### src/hdl/scps_map.svh
// Register offsets, field positions, reset values and identifiers for the sideband state block.
// Included by the package-aware design file; holds definitions only.
`ifndef SCPS_MAP_SVH
`define SCPS_MAP_SVH
`define SCPS_OFF_CTRL    12'h000
`define SCPS_OFF_CMD     12'h004
`define SCPS_OFF_RESP    12'h008
`define SCPS_OFF_STAT    12'h00C
`define SCPS_OFF_IRQ_ST  12'h010
`define SCPS_OFF_IRQ_MSK 12'h014
`define SCPS_OFF_TXREQ   12'h018
`define SCPS_CTRL_SEL     0
`define SCPS_CTRL_ARB_EN  1
`define SCPS_CTRL_PKG_RDY 2
`define SCPS_CTRL_CH_RDY  3
`define SCPS_CTRL_CH_INIT 4
`define SCPS_CTRL_RST     32'h0000_0006
`define SCPS_PKG_ID_DEF   3'h0
`define SCPS_INT_CH_DEF   5'h00
`define SCPS_PKG_CH_ID    5'h1F
`define SCPS_CODE_OK      8'h00
`define SCPS_CODE_FAIL    8'h01
`define SCPS_CODE_UNAV    8'h02
`define SCPS_REASON_NONE  8'h00
`define SCPS_REASON_INIT  8'h01
`define SCPS_TYPE_CLR_INIT 7'h00
`define SCPS_TYPE_ENABLE   7'h04
`define SCPS_TYPE_DISABLE  7'h05
`define SCPS_TYPE_VENDOR   7'h50
`endif

### src/hdl/scps_pkg.sv
// Types shared by the sideband state block.
// Assumes the map header supplies all numeric constants.
package scps_pkg;
  typedef enum logic [1:0] {SCPS_IDLE, SCPS_HOLD, SCPS_SEND} scps_resp_state_t;
  typedef logic [7:0] scps_byte_t;
endpackage

### src/hdl/scps_core.sv
// Package and channel operational state with transmit gating and command answering.
// Assumes an APB master on MCLK and pin-level arbitration grant from outside.
// What this block does
// - Response carries command's instance tag unchanged
// - Exactly one response per accepted command
// - Only commands and responses are tag-tracked
// - Multi-byte fields sent MSB and msbit first
// - Selected package may drive and transmit
// - Deselected package keeps buffers off, silent
// - Arbitration on needs select plus grant
// - Arbitration off: selected is enough
// - Package-ready accepts package commands, may select
// - Package-not-ready refuses package commands
// - Channel-ready accepts commands matching its identifier
// - Channel-not-ready refuses channel commands
// - Initial state answers, flags configuration needed
// - Enabled channel sends unrequested packets when selected
// - Disabled channel sends no unrequested packets
// - Initial state fails commands other than vendor and clear-initial, init reason
// - Only clear-initial command leaves initial state
// - Entering initial state disables the channel
`timescale 1ns/1ps
`include "scps_map.svh"
module scps_core
  import scps_pkg::*;
(
  input  wire logic        MCLK,
  input  wire logic        ARST_N,
  input  wire logic        PSEL,
  input  wire logic        PENABLE,
  input  wire logic        PWRITE,
  input  wire logic [11:0] PADDR,
  input  wire logic [31:0] PWDATA,
  output logic      [31:0] PRDATA,
  output logic             PREADY,
  output logic             PSLVERR,
  input  wire logic        ARB_GRANT,
  input  wire logic        INIT_EVENT,
  output logic             TX_BUF_EN,
  output logic             TX_RESP_OK,
  output logic             TX_UNREQ_OK,
  output logic             IRQ
);
  // Register layout: CMD = {instance_tag[31:24], type[22:16], pkg[7:5], ch[4:0]}.
  // RESP = {valid[31], instance_tag[23:16], code[15:8], reason[7:0]}; reading pops it.
  // STAT = {init[4], ch_enabled[3], tx_allowed[2], ch_rdy[1], pkg_rdy[0]}.
  // IRQ bits: 0 response ready, 1 initial state entered, 2 command refused.
  logic [31:0]      ctrl_q;
  logic             ch_en_q;
  logic             init_q;
  logic             resp_v_q;
  scps_byte_t       resp_tag_q;
  scps_byte_t       resp_code_q;
  scps_byte_t       resp_rsn_q;
  logic [2:0]       irq_st_q;
  logic [2:0]       irq_msk_q;
  logic [1:0]       grant_s_q;
  logic [1:0]       initev_s_q;
  logic             initev_d1_q;
  logic [31:0]      prdata_q;
  logic             pslverr_q;
  scps_resp_state_t rst_q;

  wire wr      = PSEL && PENABLE && PWRITE;
  wire rd      = PSEL && PENABLE && !PWRITE;
  wire grant   = grant_s_q[1];
  wire init_ev = initev_s_q[1] && !initev_d1_q;
  wire sel     = ctrl_q[`SCPS_CTRL_SEL];
  wire arb_en  = ctrl_q[`SCPS_CTRL_ARB_EN];
  wire pkg_rdy = ctrl_q[`SCPS_CTRL_PKG_RDY];
  wire ch_rdy  = ctrl_q[`SCPS_CTRL_CH_RDY];

  // Transmit permission is common to all packets of the package.
  wire tx_allowed = sel && (!arb_en || grant);

  // Command decode.
  wire        cmd_wr   = wr && (PADDR == `SCPS_OFF_CMD);
  wire [7:0]  cmd_tag  = PWDATA[31:24];
  wire [6:0]  cmd_type = PWDATA[22:16];
  wire [2:0]  cmd_pkg  = PWDATA[7:5];
  wire [4:0]  cmd_ch   = PWDATA[4:0];
  wire        to_pkg   = (cmd_pkg == `SCPS_PKG_ID_DEF) && (cmd_ch == `SCPS_PKG_CH_ID);
  wire        to_ch    = (cmd_pkg == `SCPS_PKG_ID_DEF) && (cmd_ch == `SCPS_INT_CH_DEF);
  wire        pkg_ok   = to_pkg && pkg_rdy;
  wire        ch_ok    = to_ch && ch_rdy;
  wire        accept   = (pkg_ok || ch_ok) && !resp_v_q;
  wire        is_clr   = cmd_type == `SCPS_TYPE_CLR_INIT;
  wire        vendor   = cmd_type == `SCPS_TYPE_VENDOR;
  wire        init_blk = ch_ok && init_q && !is_clr && !vendor;
  wire        pop      = rd && (PADDR == `SCPS_OFF_RESP) && resp_v_q;

  always_ff @(posedge MCLK or negedge ARST_N) begin
    if (!ARST_N) begin
      grant_s_q   <= 2'b00;
      initev_s_q  <= 2'b00;
      initev_d1_q <= 1'b0;
    end else begin
      grant_s_q   <= {grant_s_q[0], ARB_GRANT};
      initev_s_q  <= {initev_s_q[0], INIT_EVENT};
      initev_d1_q <= initev_s_q[1];
    end
  end

  always_ff @(posedge MCLK or negedge ARST_N) begin
    if (!ARST_N) begin
      ctrl_q <= `SCPS_CTRL_RST;
    end else if (wr && PADDR == `SCPS_OFF_CTRL) begin
      ctrl_q <= {27'h000_0000, PWDATA[4:0]};
    end
  end

  // Channel configuration state; reset enters the initial state.
  always_ff @(posedge MCLK or negedge ARST_N) begin
    if (!ARST_N) begin
      init_q  <= 1'b1;
      ch_en_q <= 1'b0;
    end else if (init_ev) begin
      init_q  <= 1'b1;
      ch_en_q <= 1'b0;
    end else if (cmd_wr && accept && ch_ok) begin
      if (is_clr) begin
        init_q <= 1'b0;
      end else if (!init_q && cmd_type == `SCPS_TYPE_ENABLE) begin
        ch_en_q <= 1'b1;
      end else if (!init_q && cmd_type == `SCPS_TYPE_DISABLE) begin
        ch_en_q <= 1'b0;
      end
    end
  end

  // Single response slot: one per accepted command, tag echoed.
  always_ff @(posedge MCLK or negedge ARST_N) begin
    if (!ARST_N) begin
      resp_v_q    <= 1'b0;
      resp_tag_q  <= 8'h00;
      resp_code_q <= 8'h00;
      resp_rsn_q  <= 8'h00;
    end else if (cmd_wr && accept) begin
      resp_v_q    <= 1'b1;
      resp_tag_q  <= cmd_tag;
      resp_code_q <= init_blk ? `SCPS_CODE_FAIL : `SCPS_CODE_OK;
      resp_rsn_q  <= init_blk ? `SCPS_REASON_INIT : `SCPS_REASON_NONE;
    end else if (pop) begin
      resp_v_q <= 1'b0;
    end
  end

  // Response send sequencing: held until transmit permission arrives.
  always_ff @(posedge MCLK or negedge ARST_N) begin
    if (!ARST_N) begin
      rst_q <= SCPS_IDLE;
    end else begin
      case (rst_q)
        SCPS_IDLE: if (resp_v_q) rst_q <= SCPS_HOLD;
        SCPS_HOLD: if (tx_allowed) rst_q <= SCPS_SEND;
        SCPS_SEND: if (!resp_v_q) rst_q <= SCPS_IDLE;
        default:   rst_q <= SCPS_IDLE;
      endcase
    end
  end

  // Gating outputs are registered so they never glitch on the pins.
  always_ff @(posedge MCLK or negedge ARST_N) begin
    if (!ARST_N) begin
      TX_BUF_EN   <= 1'b0;
      TX_RESP_OK  <= 1'b0;
      TX_UNREQ_OK <= 1'b0;
    end else begin
      TX_BUF_EN   <= tx_allowed;
      TX_RESP_OK  <= tx_allowed;
      TX_UNREQ_OK <= tx_allowed && ch_rdy && ch_en_q && !init_q;
    end
  end

  // Sticky status: a set in the same cycle as a clear wins.
  wire [2:0] irq_set = {cmd_wr && !accept, init_ev, cmd_wr && accept};
  always_ff @(posedge MCLK or negedge ARST_N) begin
    if (!ARST_N) begin
      irq_st_q  <= 3'h0;
      irq_msk_q <= 3'h0;
    end else begin
      if (wr && PADDR == `SCPS_OFF_IRQ_MSK) begin
        irq_msk_q <= PWDATA[2:0];
      end
      if (wr && PADDR == `SCPS_OFF_IRQ_ST) begin
        irq_st_q <= (irq_st_q & ~PWDATA[2:0]) | irq_set;
      end else begin
        irq_st_q <= irq_st_q | irq_set;
      end
    end
  end
  assign IRQ = |(irq_st_q & irq_msk_q);

  // Zero-wait APB: read data is registered in the setup cycle.
  wire known = (PADDR == `SCPS_OFF_CTRL) || (PADDR == `SCPS_OFF_CMD) ||
               (PADDR == `SCPS_OFF_RESP) || (PADDR == `SCPS_OFF_STAT) ||
               (PADDR == `SCPS_OFF_IRQ_ST) || (PADDR == `SCPS_OFF_IRQ_MSK);
  always_ff @(posedge MCLK or negedge ARST_N) begin
    if (!ARST_N) begin
      prdata_q  <= 32'h0000_0000;
      pslverr_q <= 1'b0;
    end else if (PSEL && !PENABLE) begin
      pslverr_q <= !known;
      case (PADDR)
        `SCPS_OFF_CTRL:    prdata_q <= ctrl_q;
        `SCPS_OFF_RESP:    prdata_q <= {resp_v_q, 7'h00, resp_tag_q, resp_code_q, resp_rsn_q};
        `SCPS_OFF_STAT:    prdata_q <= {27'h000_0000, init_q, ch_en_q, tx_allowed, ch_rdy,
                                        pkg_rdy};
        `SCPS_OFF_IRQ_ST:  prdata_q <= {29'h0000_0000, irq_st_q};
        `SCPS_OFF_IRQ_MSK: prdata_q <= {29'h0000_0000, irq_msk_q};
        default:           prdata_q <= 32'h0000_0000;
      endcase
    end
  end
  assign PRDATA  = prdata_q;
  assign PREADY  = 1'b1;
  assign PSLVERR = pslverr_q && PSEL && PENABLE;

  a_deselect_silent: assert property (@(posedge MCLK) disable iff (!ARST_N)
    !$past(sel) |-> !TX_BUF_EN) else $error("buffers on while deselected");
  a_arb_needs_grant: assert property (@(posedge MCLK) disable iff (!ARST_N)
    $past(arb_en) && !$past(grant) |-> !TX_BUF_EN) else $error("sent without grant");
  a_arb_off_free: assert property (@(posedge MCLK) disable iff (!ARST_N)
    $past(sel) && !$past(arb_en) |-> TX_BUF_EN) else $error("selected but silent");
  a_sel_transmit: assert property (@(posedge MCLK) disable iff (!ARST_N)
    $past(tx_allowed) |-> TX_BUF_EN) else $error("allowed but buffers off");
  a_resp_tag_echo: assert property (@(posedge MCLK) disable iff (!ARST_N)
    cmd_wr && accept |=> resp_v_q && resp_tag_q == $past(cmd_tag)) else $error("tag lost");
  a_one_resp: assert property (@(posedge MCLK) disable iff (!ARST_N)
    cmd_wr && accept |=> resp_v_q) else $error("no response");
  a_pkg_not_ready: assert property (@(posedge MCLK) disable iff (!ARST_N)
    cmd_wr && to_pkg && !pkg_rdy && !resp_v_q |=> !resp_v_q) else $error("pkg took cmd");
  a_ch_not_ready: assert property (@(posedge MCLK) disable iff (!ARST_N)
    cmd_wr && to_ch && !ch_rdy && !resp_v_q |=> !resp_v_q) else $error("ch took cmd");
  a_init_fail: assert property (@(posedge MCLK) disable iff (!ARST_N)
    cmd_wr && accept && init_blk |=> resp_code_q == `SCPS_CODE_FAIL
    && resp_rsn_q == `SCPS_REASON_INIT) else $error("init not flagged");
  a_init_disables: assert property (@(posedge MCLK) disable iff (!ARST_N)
    init_ev |=> init_q && !ch_en_q ##1 !TX_UNREQ_OK) else $error("init left enabled");
  a_unreq_gate: assert property (@(posedge MCLK) disable iff (!ARST_N)
    !$past(ch_en_q) |-> !TX_UNREQ_OK) else $error("disabled channel sends");
  c_resp_sent: cover property (@(posedge MCLK) disable iff (!ARST_N)
    rst_q == SCPS_HOLD ##[1:20] rst_q == SCPS_SEND);
  c_clear_init: cover property (@(posedge MCLK) disable iff (!ARST_N) init_q ##1 !init_q);
  c_unreq_on: cover property (@(posedge MCLK) disable iff (!ARST_N) TX_UNREQ_OK);
endmodule

### config.mk
export PLATFORM = sky130hd
export DESIGN_NAME = scps_core
export DESIGN_NICKNAME = d
export VERILOG_FILES = /design/src/hdl/scps_pkg.sv /design/src/hdl/scps_core.sv
export VERILOG_INCLUDE_DIRS = /design/src /design/src/hdl
export SDC_FILE = /design/constraint.sdc
export NUM_CORES = 1
export LEC_CHECK = 0
export CORE_AREA = 2 2 76 63
export DETAILED_ROUTE_END_ITERATION = 8
export DIE_AREA = 0 0 78 65
export DONT_BUFFER_PORTS = 1
export GPL_ROUTABILITY_DRIVEN = 0
export HOLD_SLACK_MARGIN = 0.02
export PLACE_DENSITY = 0.73
export RECOVER_POWER = 25
export SETUP_SLACK_MARGIN = 0.1
export SLEW_MARGIN = 20
export SYNTH_ARGS = -nofsm -noshare
export SYNTH_HDL_FRONTEND = slang
export SYNTH_SLANG_ARGS = --single-unit
### constraint.sdc
create_clock -name MCLK -period 1.8 [get_ports MCLK]
set_clock_uncertainty 0.1 [all_clocks]
set_input_delay 0.09 -clock MCLK [delete_from_list [all_inputs] [get_ports MCLK]]
set_output_delay 0.09 -clock MCLK [all_outputs]
set_load 0.01 [all_outputs]
# Word level (Yosys, flattened, before mapping)
# Cells that the tools add are included.
# Widths: inputs -> output; s select.
dict set report totals {
  wordCells 101
  inputBits 51
  regBits 70
  output_inout_bits 38
}
dict set report op_classes {
  n_eq_ne 10
  n_bitwise 5
  mux 13
  reduce_logical 58
}
# operator count
set ops {}
lappend ops {{$pmux 32 s5} 1}
lappend ops {{$logic_and 1x1->1} 30}
lappend ops {{$eq 12x4->1 const B} 2}
lappend ops {{$eq 12x5->1 const B} 2}
lappend ops {{$eq 7x3->1 const B} 2}
lappend ops {{$eq 12x3->1 const B} 1}
lappend ops {{$logic_not 12->1} 1}
lappend ops {{$mux 1} 11}
lappend ops {{$logic_not 1->1} 10}
lappend ops {{$eq 7x7->1 const B} 1}
lappend ops {{$logic_not 7->1} 1}
lappend ops {{$logic_or 1x1->1} 7}
lappend ops {{$and 3x3->3} 2}
lappend ops {{$or 3x3->3} 2}
lappend ops {{$reduce_bool 2->1} 3}
lappend ops {{$eq 5x5->1 const B} 1}
lappend ops {{$logic_not 5->1} 1}
lappend ops {{$logic_not 3->1} 1}
lappend ops {{$mux 3} 1}
lappend ops {{$not 3->3} 1}
lappend ops {{$reduce_and 3->1} 1}
lappend ops {{$reduce_bool 3->1} 1}
lappend ops {{$reduce_or 3->1} 1}
lappend ops {{$ne 2x2->1 const B} 1}
lappend ops {{$reduce_and 2->1} 1}

# Depth between registers and ports, before layout
# Gate-level depths: netlist of the first run.
dict set report logic_depth {
  ltp_word 9
  mapped_depth 6
  ltp_nobuf 4
}

# Least setup slack after synthesis of the first run
# OpenSTA, ideal clock, no wires.
dict set report synth_timing {
  path_kind {flip-flop to flip-flop}
  startpoint {register resp_v_q}
  endpoint {register resp_tag_q[1]}
  slack_ns -0.162
  arrival_ns 1.737
  required_time_ns 1.575
  setup_time_ns 0.125
  period_less_slack_ns 1.962
  n_path_buf 1
  path_stages_with_launch 5
  path_cell_list {dfrtp_1 > or4_4 > or3_4 > buf_6 > mux2_4}
}
dict set report synth_via {
  elab_chain_len 3
}
# item line
set synth_rtl {}
lappend synth_rtl {{from (decl)} scps_core.sv:51} ;# logic resp_v_q;
lappend synth_rtl {{from (signal assigned)} scps_core.sv:134} ;# resp_v_q <= 1'b0;
lappend synth_rtl {{from (signal assigned)} scps_core.sv:139} ;# resp_v_q <= 1'b1;
lappend synth_rtl {{from (signal assigned)} scps_core.sv:144} ;# resp_v_q <= 1'b0;
lappend synth_rtl {{$logic_not 1->1} --}
lappend synth_rtl {{$logic_and 1x1->1} scps_core.sv:86} ;# wire accept = (pkg_ok || ch_ok) && !resp_v_q;
lappend synth_rtl {{$logic_and 1x1->1} scps_core.sv:138} ;# end else if (cmd_wr && accept) begin
lappend synth_rtl {{to (signal assigned)} scps_core.sv:140} ;# resp_tag_q <= cmd_tag;
lappend synth_rtl {{to (decl)} scps_core.sv:52} ;# scps_byte_t resp_tag_q;
# No other way between the ends.
# A chain may end at the register's enable or synchronous reset.

# Worst setup path in the final report of the first run
dict set report layout_timing {
  startpoint {register ctrl_q[2]}
  endpoint {register resp_tag_q[6]}
}
dict set report layout_via {
  elab_chain_len 4
}
# item line
set layout_rtl {}
lappend layout_rtl {{from (decl)} scps_core.sv:48} ;# logic [31:0] ctrl_q;
lappend layout_rtl {{from (signal assigned)} scps_core.sv:106} ;# ctrl_q <= `SCPS_CTRL_RST;
lappend layout_rtl {{from (signal assigned)} scps_core.sv:108} ;# ctrl_q <= {27'h000_0000, PWDATA[4:0]};
lappend layout_rtl {{$logic_and 1x1->1} scps_core.sv:84} ;# wire pkg_ok = to_pkg && pkg_rdy;
lappend layout_rtl {{$logic_or 1x1->1} scps_core.sv:86}
lappend layout_rtl {{$logic_and 1x1->1} scps_core.sv:86}
lappend layout_rtl {{$logic_and 1x1->1} scps_core.sv:138}
# No other way between the ends.

==> flow_metrics.env, run 1 <==
export IMPL_status="complete, but fails checks"
export IMPL_violations="hold timing, setup timing"
export IMPL_timing_rr_end="resp_tag_q[6]"
export IMPL_finalSetupTns_ns=-0.1645
export IMPL_power_leakage_uw=0.001356
export IMPL_highest_layer="met4"
export IMPL_synth_area_leaders="dfrtp_1 (46%), buf_4 (6.1%), nand2_1 (5.6%)"
export IMPL_synth_cell_types=47
export IMPL_ir_drop_mv=0.4179
export IMPL_grt_pass1_vias=1750
export IMPL_synth_edff_count=0
export IMPL_max_stage_delay_ns=0.54
export IMPL_vias_per_cell=5.430
export IMPL_ant_nets=0
export IMPL_antenna_found_initial=0
export IMPL_nets=318
export IMPL_grt_first_pass_wirelength_um=8949
export IMPL_yosysWarnings=0
export IMPL_cts_setup_buffers=0
export IMPL_worstMarginPinSlew_ns=1.110
export IMPL_clock_path_buffers=2
export IMPL_synth_xor_area_share_pct=0.3737
export IMPL_remaining_drc_errors=0
export IMPL_cts_sinks=46
export IMPL_wl_um=5504
export IMPL_ios=89
export IMPL_drv_cap=0
export IMPL_insertion_delay_ns=0.30
export IMPL_fin_ws_ns=-0.03575
export IMPL_yosys_area_share_simple_pct=23.49
export IMPL_finalNonFillerCells=328
export IMPL_drt_iter0_markers=150
export IMPL_rrSetupSlack_ns=-0.04
export IMPL_cp_top_family="flip-flops"
export IMPL_met3_length_um=351
export IMPL_maxSlewHeadroom_pct=26.03
export IMPL_clockRootBuffer="clkbuf_8"
export IMPL_r2r_cells=4
export IMPL_h_tree_depth=2
export IMPL_path_class="register to register"
export IMPL_yosysSeqAreaShare_pct=49.28
export IMPL_synth_most_common_cell="dfrtp_1"
export IMPL_m1WireLength_um=2516
export IMPL_arrival_ns=1.93
export IMPL_synth_async_reset_ratio_pct=100.0
export IMPL_synth_top_area_cell="dfrtp_1"
export IMPL_firstDrtPassIters=5
export IMPL_dr_total_vias=1781
export IMPL_gr_total_overflow=0
export IMPL_met2_wirelength_um=2613
export IMPL_timing_fmax_mhz=544.7
export IMPL_hold_depth=1
export IMPL_synthFlopType="dfrtp_1"
export IMPL_hold_viol=2
export IMPL_hp_start="PWDATA[0]"
export IMPL_cts_clk_slew_worst_paths_ns=0.09
export IMPL_num_fill_cells=353
export IMPL_dp_cells=286
export IMPL_worstPathMaxFanout=6
export IMPL_numCtsBuffers=5
export IMPL_period_share_pct=102.0
export IMPL_dieArea_um2=5070
export IMPL_fp_dieW_um=78
export IMPL_grt_start_max_net_pins=47
export IMPL_syn_inst=222
export IMPL_synth_compound_area_share_pct=7.742
export IMPL_path_cells="nand4_1 -> o2bb2a_4 -> or3_4 -> mux2_4"
export IMPL_synth_top_area_share_pct=45.92
export IMPL_r2r_start="ctrl_q[2]"
export IMPL_setup_viol=6
export IMPL_yosys_area_share_adder_pct=0
export IMPL_critPathCaptureType="register"
export IMPL_slew_violations=0
export IMPL_powerDensity_nw_per_um2=647.5
export IMPL_dieHeight_um=65
export IMPL_crit_required_ns=1.90
export IMPL_antennaDiodeCount=0
export IMPL_final_min_clock_period_ns=1.836
export IMPL_initial_core_util_pct=53.21
export IMPL_hold_ws_ns=-0.1600
export IMPL_rsz0062_at_grt="true"
export IMPL_critical_path_slowest_cell="dfstp_2"
export IMPL_io_buffers=0
export IMPL_rows=22
export IMPL_yosys_mux_area_fraction_pct=10.14
export IMPL_synth_common_cells="dfrtp_1 (43), nand2_1 (35), buf_4 (19), nand3_1 (16)"
export IMPL_synth_area_per_cell_um2=10.56
export IMPL_whs_endpoint="irq_msk_q[0]"
export IMPL_coreArea_um2=4404
export IMPL_synth_top_family_by_area="simple AND/OR/NAND/NOR gates"
export IMPL_crit_path_start_kind="register"
export IMPL_hpwlAfterDp_um=3582
export IMPL_cp_num_buf_inv=0
export IMPL_grt_use_total_pct=23.69
export IMPL_cts_tree="yes"
export IMPL_drt_wirelength_per_cell_um=16.78
export IMPL_hp_class="input port to register"
export IMPL_drive_gt1_share_pct=20.90
export IMPL_synthesis_area_um2=2343
export IMPL_ys_seq_elements=46
export IMPL_syn2layout_area_growth_pct=22.48
==> area by class of cell <==
class | instances | area, µm² | share of cell area [%]
clock buffer | 5 | 68.82 | 2.398
sequential | 46 | 1155 | 40.24
tap | 60 | 75.07 | 2.616
multi-input combinational | 160 | 1082 | 37.71
timing repair buffer | 49 | 445.4 | 15.52
clock inverter | 3 | 25.02 | 0.8718
inverter | 5 | 18.77 | 0.6539
==> per-layer routing <==
metal,vias up,track usage [%]
li1,843,-
met1,858,33.09
met2,76,37.61
met3,4,6.407
met4,0,4.605
met5,-,0
==> report_power, final <==
group | total [µW] | internal [µW] | switching [µW]
combinational | 157 | 70.9 | 86.4
sequential | 1040 | 1040 | 3.35
clock | 656 | 281 | 376
total | 1860 | 1390 | 465
==> worst max-delay path by stage <==
| stage | slack, ns | cells past startpoint | startpoint | end |
|---|---|---|---|---|
| finish | -0.04 | 4 | ctrl_q[2] | resp_tag_q[6] |
| floorplan | -0.07 | 4 | resp_v_q | resp_tag_q[1] |
| detailed placement | -0.03 | 4 | ctrl_q[2] | resp_tag_q[4] |
| global placement | -0.008 | 4 | ctrl_q[2] | resp_tag_q[4] |
| global route | -0.08 | 4 | ctrl_q[2] | resp_tag_q[6] |
| CTS | -0.05 | 4 | ctrl_q[2] | resp_tag_q[6] |
==> layout by cell type, fill, tap and decap left out, types with 2 or more instances in the layout <==
cell type | synthesis | routed
dfrtp_1 | 43 | 43
nand2_1 | 35 | 35
dlygate4sd3_1 | 0 | 32
conb_1 | 2 | 18
nand3_1 | 16 | 16
buf_4 | 19 | 16
o21ai_0 | 10 | 9
mux2_2 | 10 | 9
mux2_4 | 7 | 8
nor2_1 | 7 | 7
nand4_1 | 6 | 6
inv_1 | 5 | 5
clkbuf_8 | 0 | 5
nor3_1 | 5 | 4
nand2b_1 | 3 | 3
and3_1 | 3 | 3
a22oi_1 | 3 | 3
dfstp_2 | 3 | 3
nor4_2 | 1 | 2
or3_4 | 1 | 2
and4b_1 | 2 | 2
nor2b_1 | 2 | 2
and4_1 | 2 | 2
mux2i_1 | 2 | 2
nor3b_1 | 2 | 2
o211ai_1 | 2 | 2
==> registers in the layout, indices dropped and copies added (netlist names), 2 cells and up <==
register	count
PRDATA	15
irq_st_q	3
ctrl_q	5
resp_tag_q	8
irq_msk_q	3
grant_s_q	2
initev_s_q	2
==> through the flow <==
| stage | hold slack [ns] | util (%) | instance area, µm² | worst slack (ns) | total power (µW) |
|---|---|---|---|---|---|
| after floorplan | -0.3056 | - | 2407 | -0.06777 | 1160 |
| after global placement | -0.3043 | 54.83 | 2415 | -0.007737 | 1140 |
| final | -0.1600 | 65.17 | 2870 | -0.03575 | 1858 |
| after global routing | -0.1802 | 65.17 | 2870 | -0.07989 | 1933 |
| after detailed placement | -0.3042 | 54.83 | 2415 | -0.03495 | 1141 |
| after CTS | -0.1688 | 65.09 | 2867 | -0.05075 | 1869 |
==> cell families after synthesis <==
group | after synthesis
AO/OA/AOI/OAI | 25
flip-flops | 46
AND/OR/NAND/NOR | 96
XOR/XNOR | 1
buffers and inverters | 33
other | 2
multiplexers | 19
==> repair_timing <==
item                                   in CTS  in global routing
endpoints found under the hold margin      74                  3
pin swaps                                   2                  5
setup endpoints to repair                  10                 11
resized for setup                           3                  4
hold buffers                               32                  1
cloned                                      1                  0
(Power assumes the default switching activity.)
==> run 2, diff against run 1 <==
--- a/config.mk
+++ b/config.mk
@@ -8,4 +8,5 @@
 export LEC_CHECK = 0
 export CORE_AREA = 2 2 76 63
+export CTS_CLUSTER_SIZE = 14
 export DETAILED_ROUTE_END_ITERATION = 8
 export DIE_AREA = 0 0 78 65
==> constraint.sdc (replaced) <==
create_clock -name MCLK -period 1.8 [get_ports MCLK]
set_clock_uncertainty 0.1 [all_clocks]
set_input_delay 0.36 -clock MCLK [delete_from_list [all_inputs] [get_ports MCLK]]
set_output_delay 0.36 -clock MCLK [all_outputs]
set_load 0.01 [all_outputs]
==> run 2 against run 1 <==
  * The flow finishes with violations (setup timing)
  * Die area unchanged
  * Utilization is 5.5 points lower
  * Register-to-register slack is essentially flat
  * Combinational power decreased by 31%
  * Global-route usage is 3.2 points lower
  * Count of clock-buffer cells in the layout grew 1
  * Clock power is 16% higher
  * Cell area down 8.5%
  * Hold slack improved by 0.26 ns
  * Via count down 7.2%
  * Worst setup slack got worse by 0.0094 ns
  * Critical endpoint is now resp_tag_q[7]
==> flow_metrics.env, run 2 (synthesis gave the netlist of run 1 again) <==
export IMPL_status="complete, but fails checks"
export IMPL_violations="setup timing"
export IMPL_ir_drop_mv=0.5249
export IMPL_remaining_drc_errors=0
export IMPL_wl_um=4996
export IMPL_cts_tree="yes"
export IMPL_drive_gt1_share_pct=24.69
export IMPL_initial_core_util_pct=53.21
export IMPL_rrSetupSlack_ns=-0.05
export IMPL_power_share_switching_pct=22.07
export IMPL_ant_nets=0
export IMPL_vias_per_cell=5.455
export IMPL_p_int_uw=1491
export IMPL_hpwlAfterDp_um=3599
export IMPL_largest_reg_flops=15
export IMPL_finalNonFillerCells=303
export IMPL_grt_pass1_vias=1609
export IMPL_critPathCaptureType="register"
export IMPL_layout_commonest_cell="dfrtp_1"
export IMPL_slew_violations=0
export IMPL_drt_iter0_markers=103
export IMPL_utilization_pct=59.66
export IMPL_clockPowerShare_pct=39.7
export IMPL_ios=89
export IMPL_timing_fmax_mhz=542.0
export IMPL_numCtsBuffers=5
export IMPL_rsz0062_at_grt="true"
export IMPL_cp_num_buf_inv=0
export IMPL_crit_path_start_kind="register"
export IMPL_path_cells="or4_4 -> or3_4 -> mux2_4"
export IMPL_io_buffers=0
export IMPL_coreArea_um2=4404
export IMPL_cts_setup_buffers=0
export IMPL_place_area_um2=2466
export IMPL_hold_viol=0
export IMPL_drv_cap=0
export IMPL_setup_viol=7
export IMPL_met3_length_um=362
export IMPL_dp_cells=290
export IMPL_insertion_delay_ns=0.30
export IMPL_crit_required_ns=1.88
export IMPL_cp_top_family="simple AND/OR/NAND/NOR gates"
export IMPL_highest_layer="met4"
export IMPL_clockRootBuffer="clkbuf_8"
export IMPL_powerDensity_nw_per_um2=728.2
export IMPL_dr_total_vias=1653
export IMPL_firstDrtPassIters=4
export IMPL_dieArea_um2=5070
export IMPL_drt_wirelength_per_cell_um=16.49
export IMPL_period_share_pct=102.5
export IMPL_cts_clk_slew_worst_paths_ns=0.09
export IMPL_grt_start_max_net_pins=47
export IMPL_fp_dieW_um=78
export IMPL_arrival_ns=1.92
export IMPL_rows=22
export IMPL_grt_use_total_pct=20.50
export IMPL_fin_area_um2=2628
export IMPL_hp_class="input port to register"
export IMPL_num_fill_cells=375
export IMPL_h_tree_depth=2
export IMPL_met2_wirelength_um=2137
export IMPL_nets=293
export IMPL_m1WireLength_um=2465
export IMPL_dieHeight_um=65
export IMPL_clock_path_buffers=2
export IMPL_syn2layout_area_growth_pct=12.12
export IMPL_power_leakage_uw=0.001242
export IMPL_fin_ws_ns=-0.04514
export IMPL_final_min_clock_period_ns=1.845
export IMPL_p_sw_uw=422.3
export IMPL_finalSetupTns_ns=-0.2316
export IMPL_comb_power_share_pct=5.6
export IMPL_cts_sinks=46
export IMPL_path_class="register to register"
export IMPL_worstPathMaxFanout=6
export IMPL_gr_total_overflow=0
export IMPL_worstMarginPinSlew_ns=0.9954
export IMPL_max_stage_delay_ns=0.45
export IMPL_antenna_found_initial=0
export IMPL_grt_first_pass_wirelength_um=7969
export IMPL_final_cell_mix="dfrtp_1 (43), nand2_1 (35), buf_4 (20)"
export IMPL_critical_path_slowest_cell="or4_4"
export IMPL_pre_cts_ws_ns=-0.1833
export IMPL_maxSlewHeadroom_pct=33.64
export IMPL_seqPwrFrac_pct=54.6
export IMPL_antennaDiodeCount=0
-- run 2: cell count changes in the layout (fill, tap and decap cells not counted), moves of 2 or more --
cell / before / now
dlygate4sd3_1: 32 / 3
buf_4: 16 / 20
nor2_1: 7 / 5
nor2_2: 0 / 2
-- run 2: per-layer routing --
layer,global-route usage [%],vias up
li1,-,791
met1,29.86,789
met2,29.85,68
met3,6.128,5
met4,5.482,0
met5,0,-
-- run 2: final timing paths --
check / start / end / cells after the start
setup / recovery: resp_v_q / resp_tag_q[7] / 3
hold / removal: PWDATA[27] / resp_tag_q[3] / 1
setup reg to reg: resp_v_q / resp_tag_q[7] / 3
hold reg to reg: initev_s_q[0] / initev_s_q[1] / 0
max in group asynchronous: ARST_N / irq_st_q[2] / 2
min in group asynchronous: ARST_N / PRDATA[21] / 2
-- run 2: cell type report --
class	instances	area, µm²	share of cell area, %
multi-input cells	160	1084	41.24
flip-flops and latches	46	1155	43.95
well taps	60	75.07	2.857
repair buffers	24	185.2	7.048
clock buffers	6	72.57	2.762
clock inverters	2	37.54	1.429
inverters	5	18.77	0.7143
-- run 2: stage by stage --
stage,hold WS (ns),total power (µW)
final,0.1020,1913
after CTS,0.09618,1939
after global placement,-0.03488,1145
after global routing,0.08844,1982
after floorplan,-0.03559,1162
after detailed placement,-0.03492,1146
-- run 2: repair_timing --
item,CTS,global route
setup endpoints to repair,9,10
hold buffers,4,0
pin swaps,2,2
endpoints found under the hold margin,48,0
cloned,1,0
resized for setup,1,1
-- run 2: power groups by stage --
stage	Clock, µW	Combinational [µW]	Sequential (µW)
after CTS	779	115	1050
after global placement	0	79.9	1070
after detailed placement	0	80.7	1070
after global routing	816	120	1050
after floorplan	0	97.8	1060
final	760	108	1050
==> run 3, diff against run 2 <==
- CORE_AREA: 2 2 76 63 -> 5 5 79 66
- DIE_AREA: 0 0 78 65 -> 0 0 84 71
==> run 3 against run 2 <==
  * The run still ends with setup timing left
  * Largest power group unchanged
  * Critical path depth stayed put
  * Sequential power barely moved
  * Critical endpoint unchanged
  * Clock power fell by 16%
  * Global-route usage down 2.2 points
  * Wire length is 7.6% higher
  * First-iteration DRC count up 30%
  * Total power fell by 6.2%
  * Via count grew 3.4%
  * Cell count grew 0.33%
  * Combinational power is essentially flat
==> flow_metrics.env, run 3 (synthesis gave the netlist of run 1 again) <==
export IMPL_rows=22
export IMPL_initial_core_util_pct=53.21
export IMPL_vias_per_cell=5.625
export IMPL_clock_path_buffers=2
export IMPL_final_min_clock_period_ns=1.848
export IMPL_grt_start_max_net_pins=47
export IMPL_hp_class="input port to register"
export IMPL_wl_um=5378
export IMPL_violations="setup timing"
export IMPL_path_class="register to register"
export IMPL_antenna_found_initial=0
export IMPL_insertion_delay_ns=0.31
export IMPL_maxSlewHeadroom_pct=34.75
export IMPL_pre_cts_ws_ns=-0.1639
export IMPL_finalNonFillerCells=304
export IMPL_final_cell_mix="dfrtp_1 (43), nand2_1 (34), buf_4 (19)"
export IMPL_layout_commonest_cell="dfrtp_1"
export IMPL_met2_wirelength_um=2308
export IMPL_arrival_ns=1.94
export IMPL_gr_total_overflow=0
export IMPL_numCtsBuffers=5
export IMPL_coreArea_um2=4404
export IMPL_dr_total_vias=1710
export IMPL_timing_fmax_mhz=541.2
export IMPL_dp_cells=289
export IMPL_cts_sinks=46
export IMPL_firstDrtPassIters=4
export IMPL_cts_tree="yes"
export IMPL_critPathCaptureType="register"
export IMPL_grt_first_pass_wirelength_um=8590
export IMPL_remaining_drc_errors=0
export IMPL_status="complete, but fails checks"
export IMPL_worstPathMaxFanout=5
export IMPL_ant_nets=0
export IMPL_h_tree_depth=2
export IMPL_powerDensity_nw_per_um2=682.3
export IMPL_antennaDiodeCount=0
export IMPL_nets=294
export IMPL_hpwlAfterDp_um=3834
export IMPL_fin_area_um2=2630
export IMPL_ir_drop_mv=0.5120
export IMPL_ios=89
export IMPL_drive_gt1_share_pct=26.23
export IMPL_dieHeight_um=71
export IMPL_slew_violations=0
export IMPL_rsz0062_at_grt="true"
export IMPL_hold_ws_ns=0.08889
export IMPL_drt_iter0_markers=134
export IMPL_fp_dieW_um=84
export IMPL_finalSetupTns_ns=-0.2675
export IMPL_crit_path_start_kind="register"
export IMPL_dieArea_um2=5964
export IMPL_cts_clk_slew_worst_paths_ns=0.09
export IMPL_io_buffers=0
export IMPL_setup_viol=8
export IMPL_crit_required_ns=1.89
export IMPL_num_fill_cells=383
export IMPL_grt_pass1_vias=1665
export IMPL_grt_use_total_pct=18.26
export IMPL_power_leakage_uw=0.001243
export IMPL_syn2layout_area_growth_pct=12.23
export IMPL_fin_ws_ns=-0.04770
export IMPL_highest_layer="met4"
export IMPL_met3_length_um=536
export IMPL_drt_wirelength_per_cell_um=17.69
export IMPL_period_share_pct=102.6
export IMPL_place_area_um2=2459
export IMPL_drv_cap=0
export IMPL_worstMarginPinSlew_ns=0.9787
export IMPL_hold_viol=0
export IMPL_m1WireLength_um=2469
export IMPL_clockRootBuffer="clkbuf_8"
export IMPL_largest_reg_flops=15
run 3: changes by cell type in the layout (fill, tap and decap cells not counted):
cell,delta
nor4_2,+1
nor4_1,-1
bufinv_16,-1
nand2_1,-1
clkinv_2,+1
clkinv_4,+1
o21ai_0,-1
o21ai_2,+1
buf_6,+2
buf_4,-1
nor3_2,-1
nor3_1,+1
nand2_2,+1
clkbuf_1,-1
run 3: what timing repair did:
| action | in CTS | in global routing |
|---|---|---|
| pin swaps | 3 | 2 |
| hold buffers | 4 | 0 |
| setup buffers | 1 | 1 |
| endpoints found under the hold margin | 48 | 0 |
| cloned | 1 | 0 |
| gates resized for setup | 1 | 6 |
| setup endpoints to repair | 9 | 12 |
run 3: final cells by class:
| type | instances | area, µm² | area share, % |
|---|---|---|---|
| sequential | 46 | 1155 | 43.91 |
| multi-input combinational | 160 | 1091 | 41.48 |
| timing repair buffer | 25 | 200.2 | 7.612 |
| tap | 60 | 75.07 | 2.854 |
| clock buffer | 5 | 68.82 | 2.617 |
| clock inverter | 3 | 21.27 | 0.8088 |
| inverter | 5 | 18.77 | 0.7136 |
run 3: path summary, 6_finish.rpt:
| path | from | end | slack [ns] | depth (start not counted) |
|---|---|---|---|---|
| worst min-delay path | PWDATA[29] | resp_tag_q[5] | 0.09 | 1 |
| worst max-delay path | resp_v_q | resp_tag_q[7] | -0.05 | 3 |
| min in group asynchronous | ARST_N | resp_tag_q[2] | 0.65 | 2 |
| max in group asynchronous | ARST_N | ctrl_q[4] | 0.33 | 2 |
| worst max register to register | resp_v_q | resp_tag_q[7] | -0.05 | 3 |
| worst min register to register | initev_s_q[0] | initev_s_q[1] | 0.25 | 0 |
run 3: worst max-delay path, cell delays in order (launching register included):
cell and delay, ns:
dfrtp_1 0.41, or4_4 0.44, or3_4 0.47, mux2_4 0.31
run 3: through the flow:
stage          power [µW]  utilization (%)
2_1_floorplan        1162                -
3_5_place_dp         1146            55.82
5_1_grt              1878            59.72
3_3_place_gp         1146            55.82
6_report             1794            59.72
4_1_cts              1818            59.60
run 3: per-layer routing:
layer  vias up  global-route usage, %
met3         8                  8.033
met5         -                      0
li1        792                      -
met4         0                  3.750
met2        68                  25.15
met1       842                  26.67
run 3: power breakdown:
part           switching [µW]  internal, µW
Sequential               3.45          1040
Clock                     369           273
Combinational            72.0          35.8
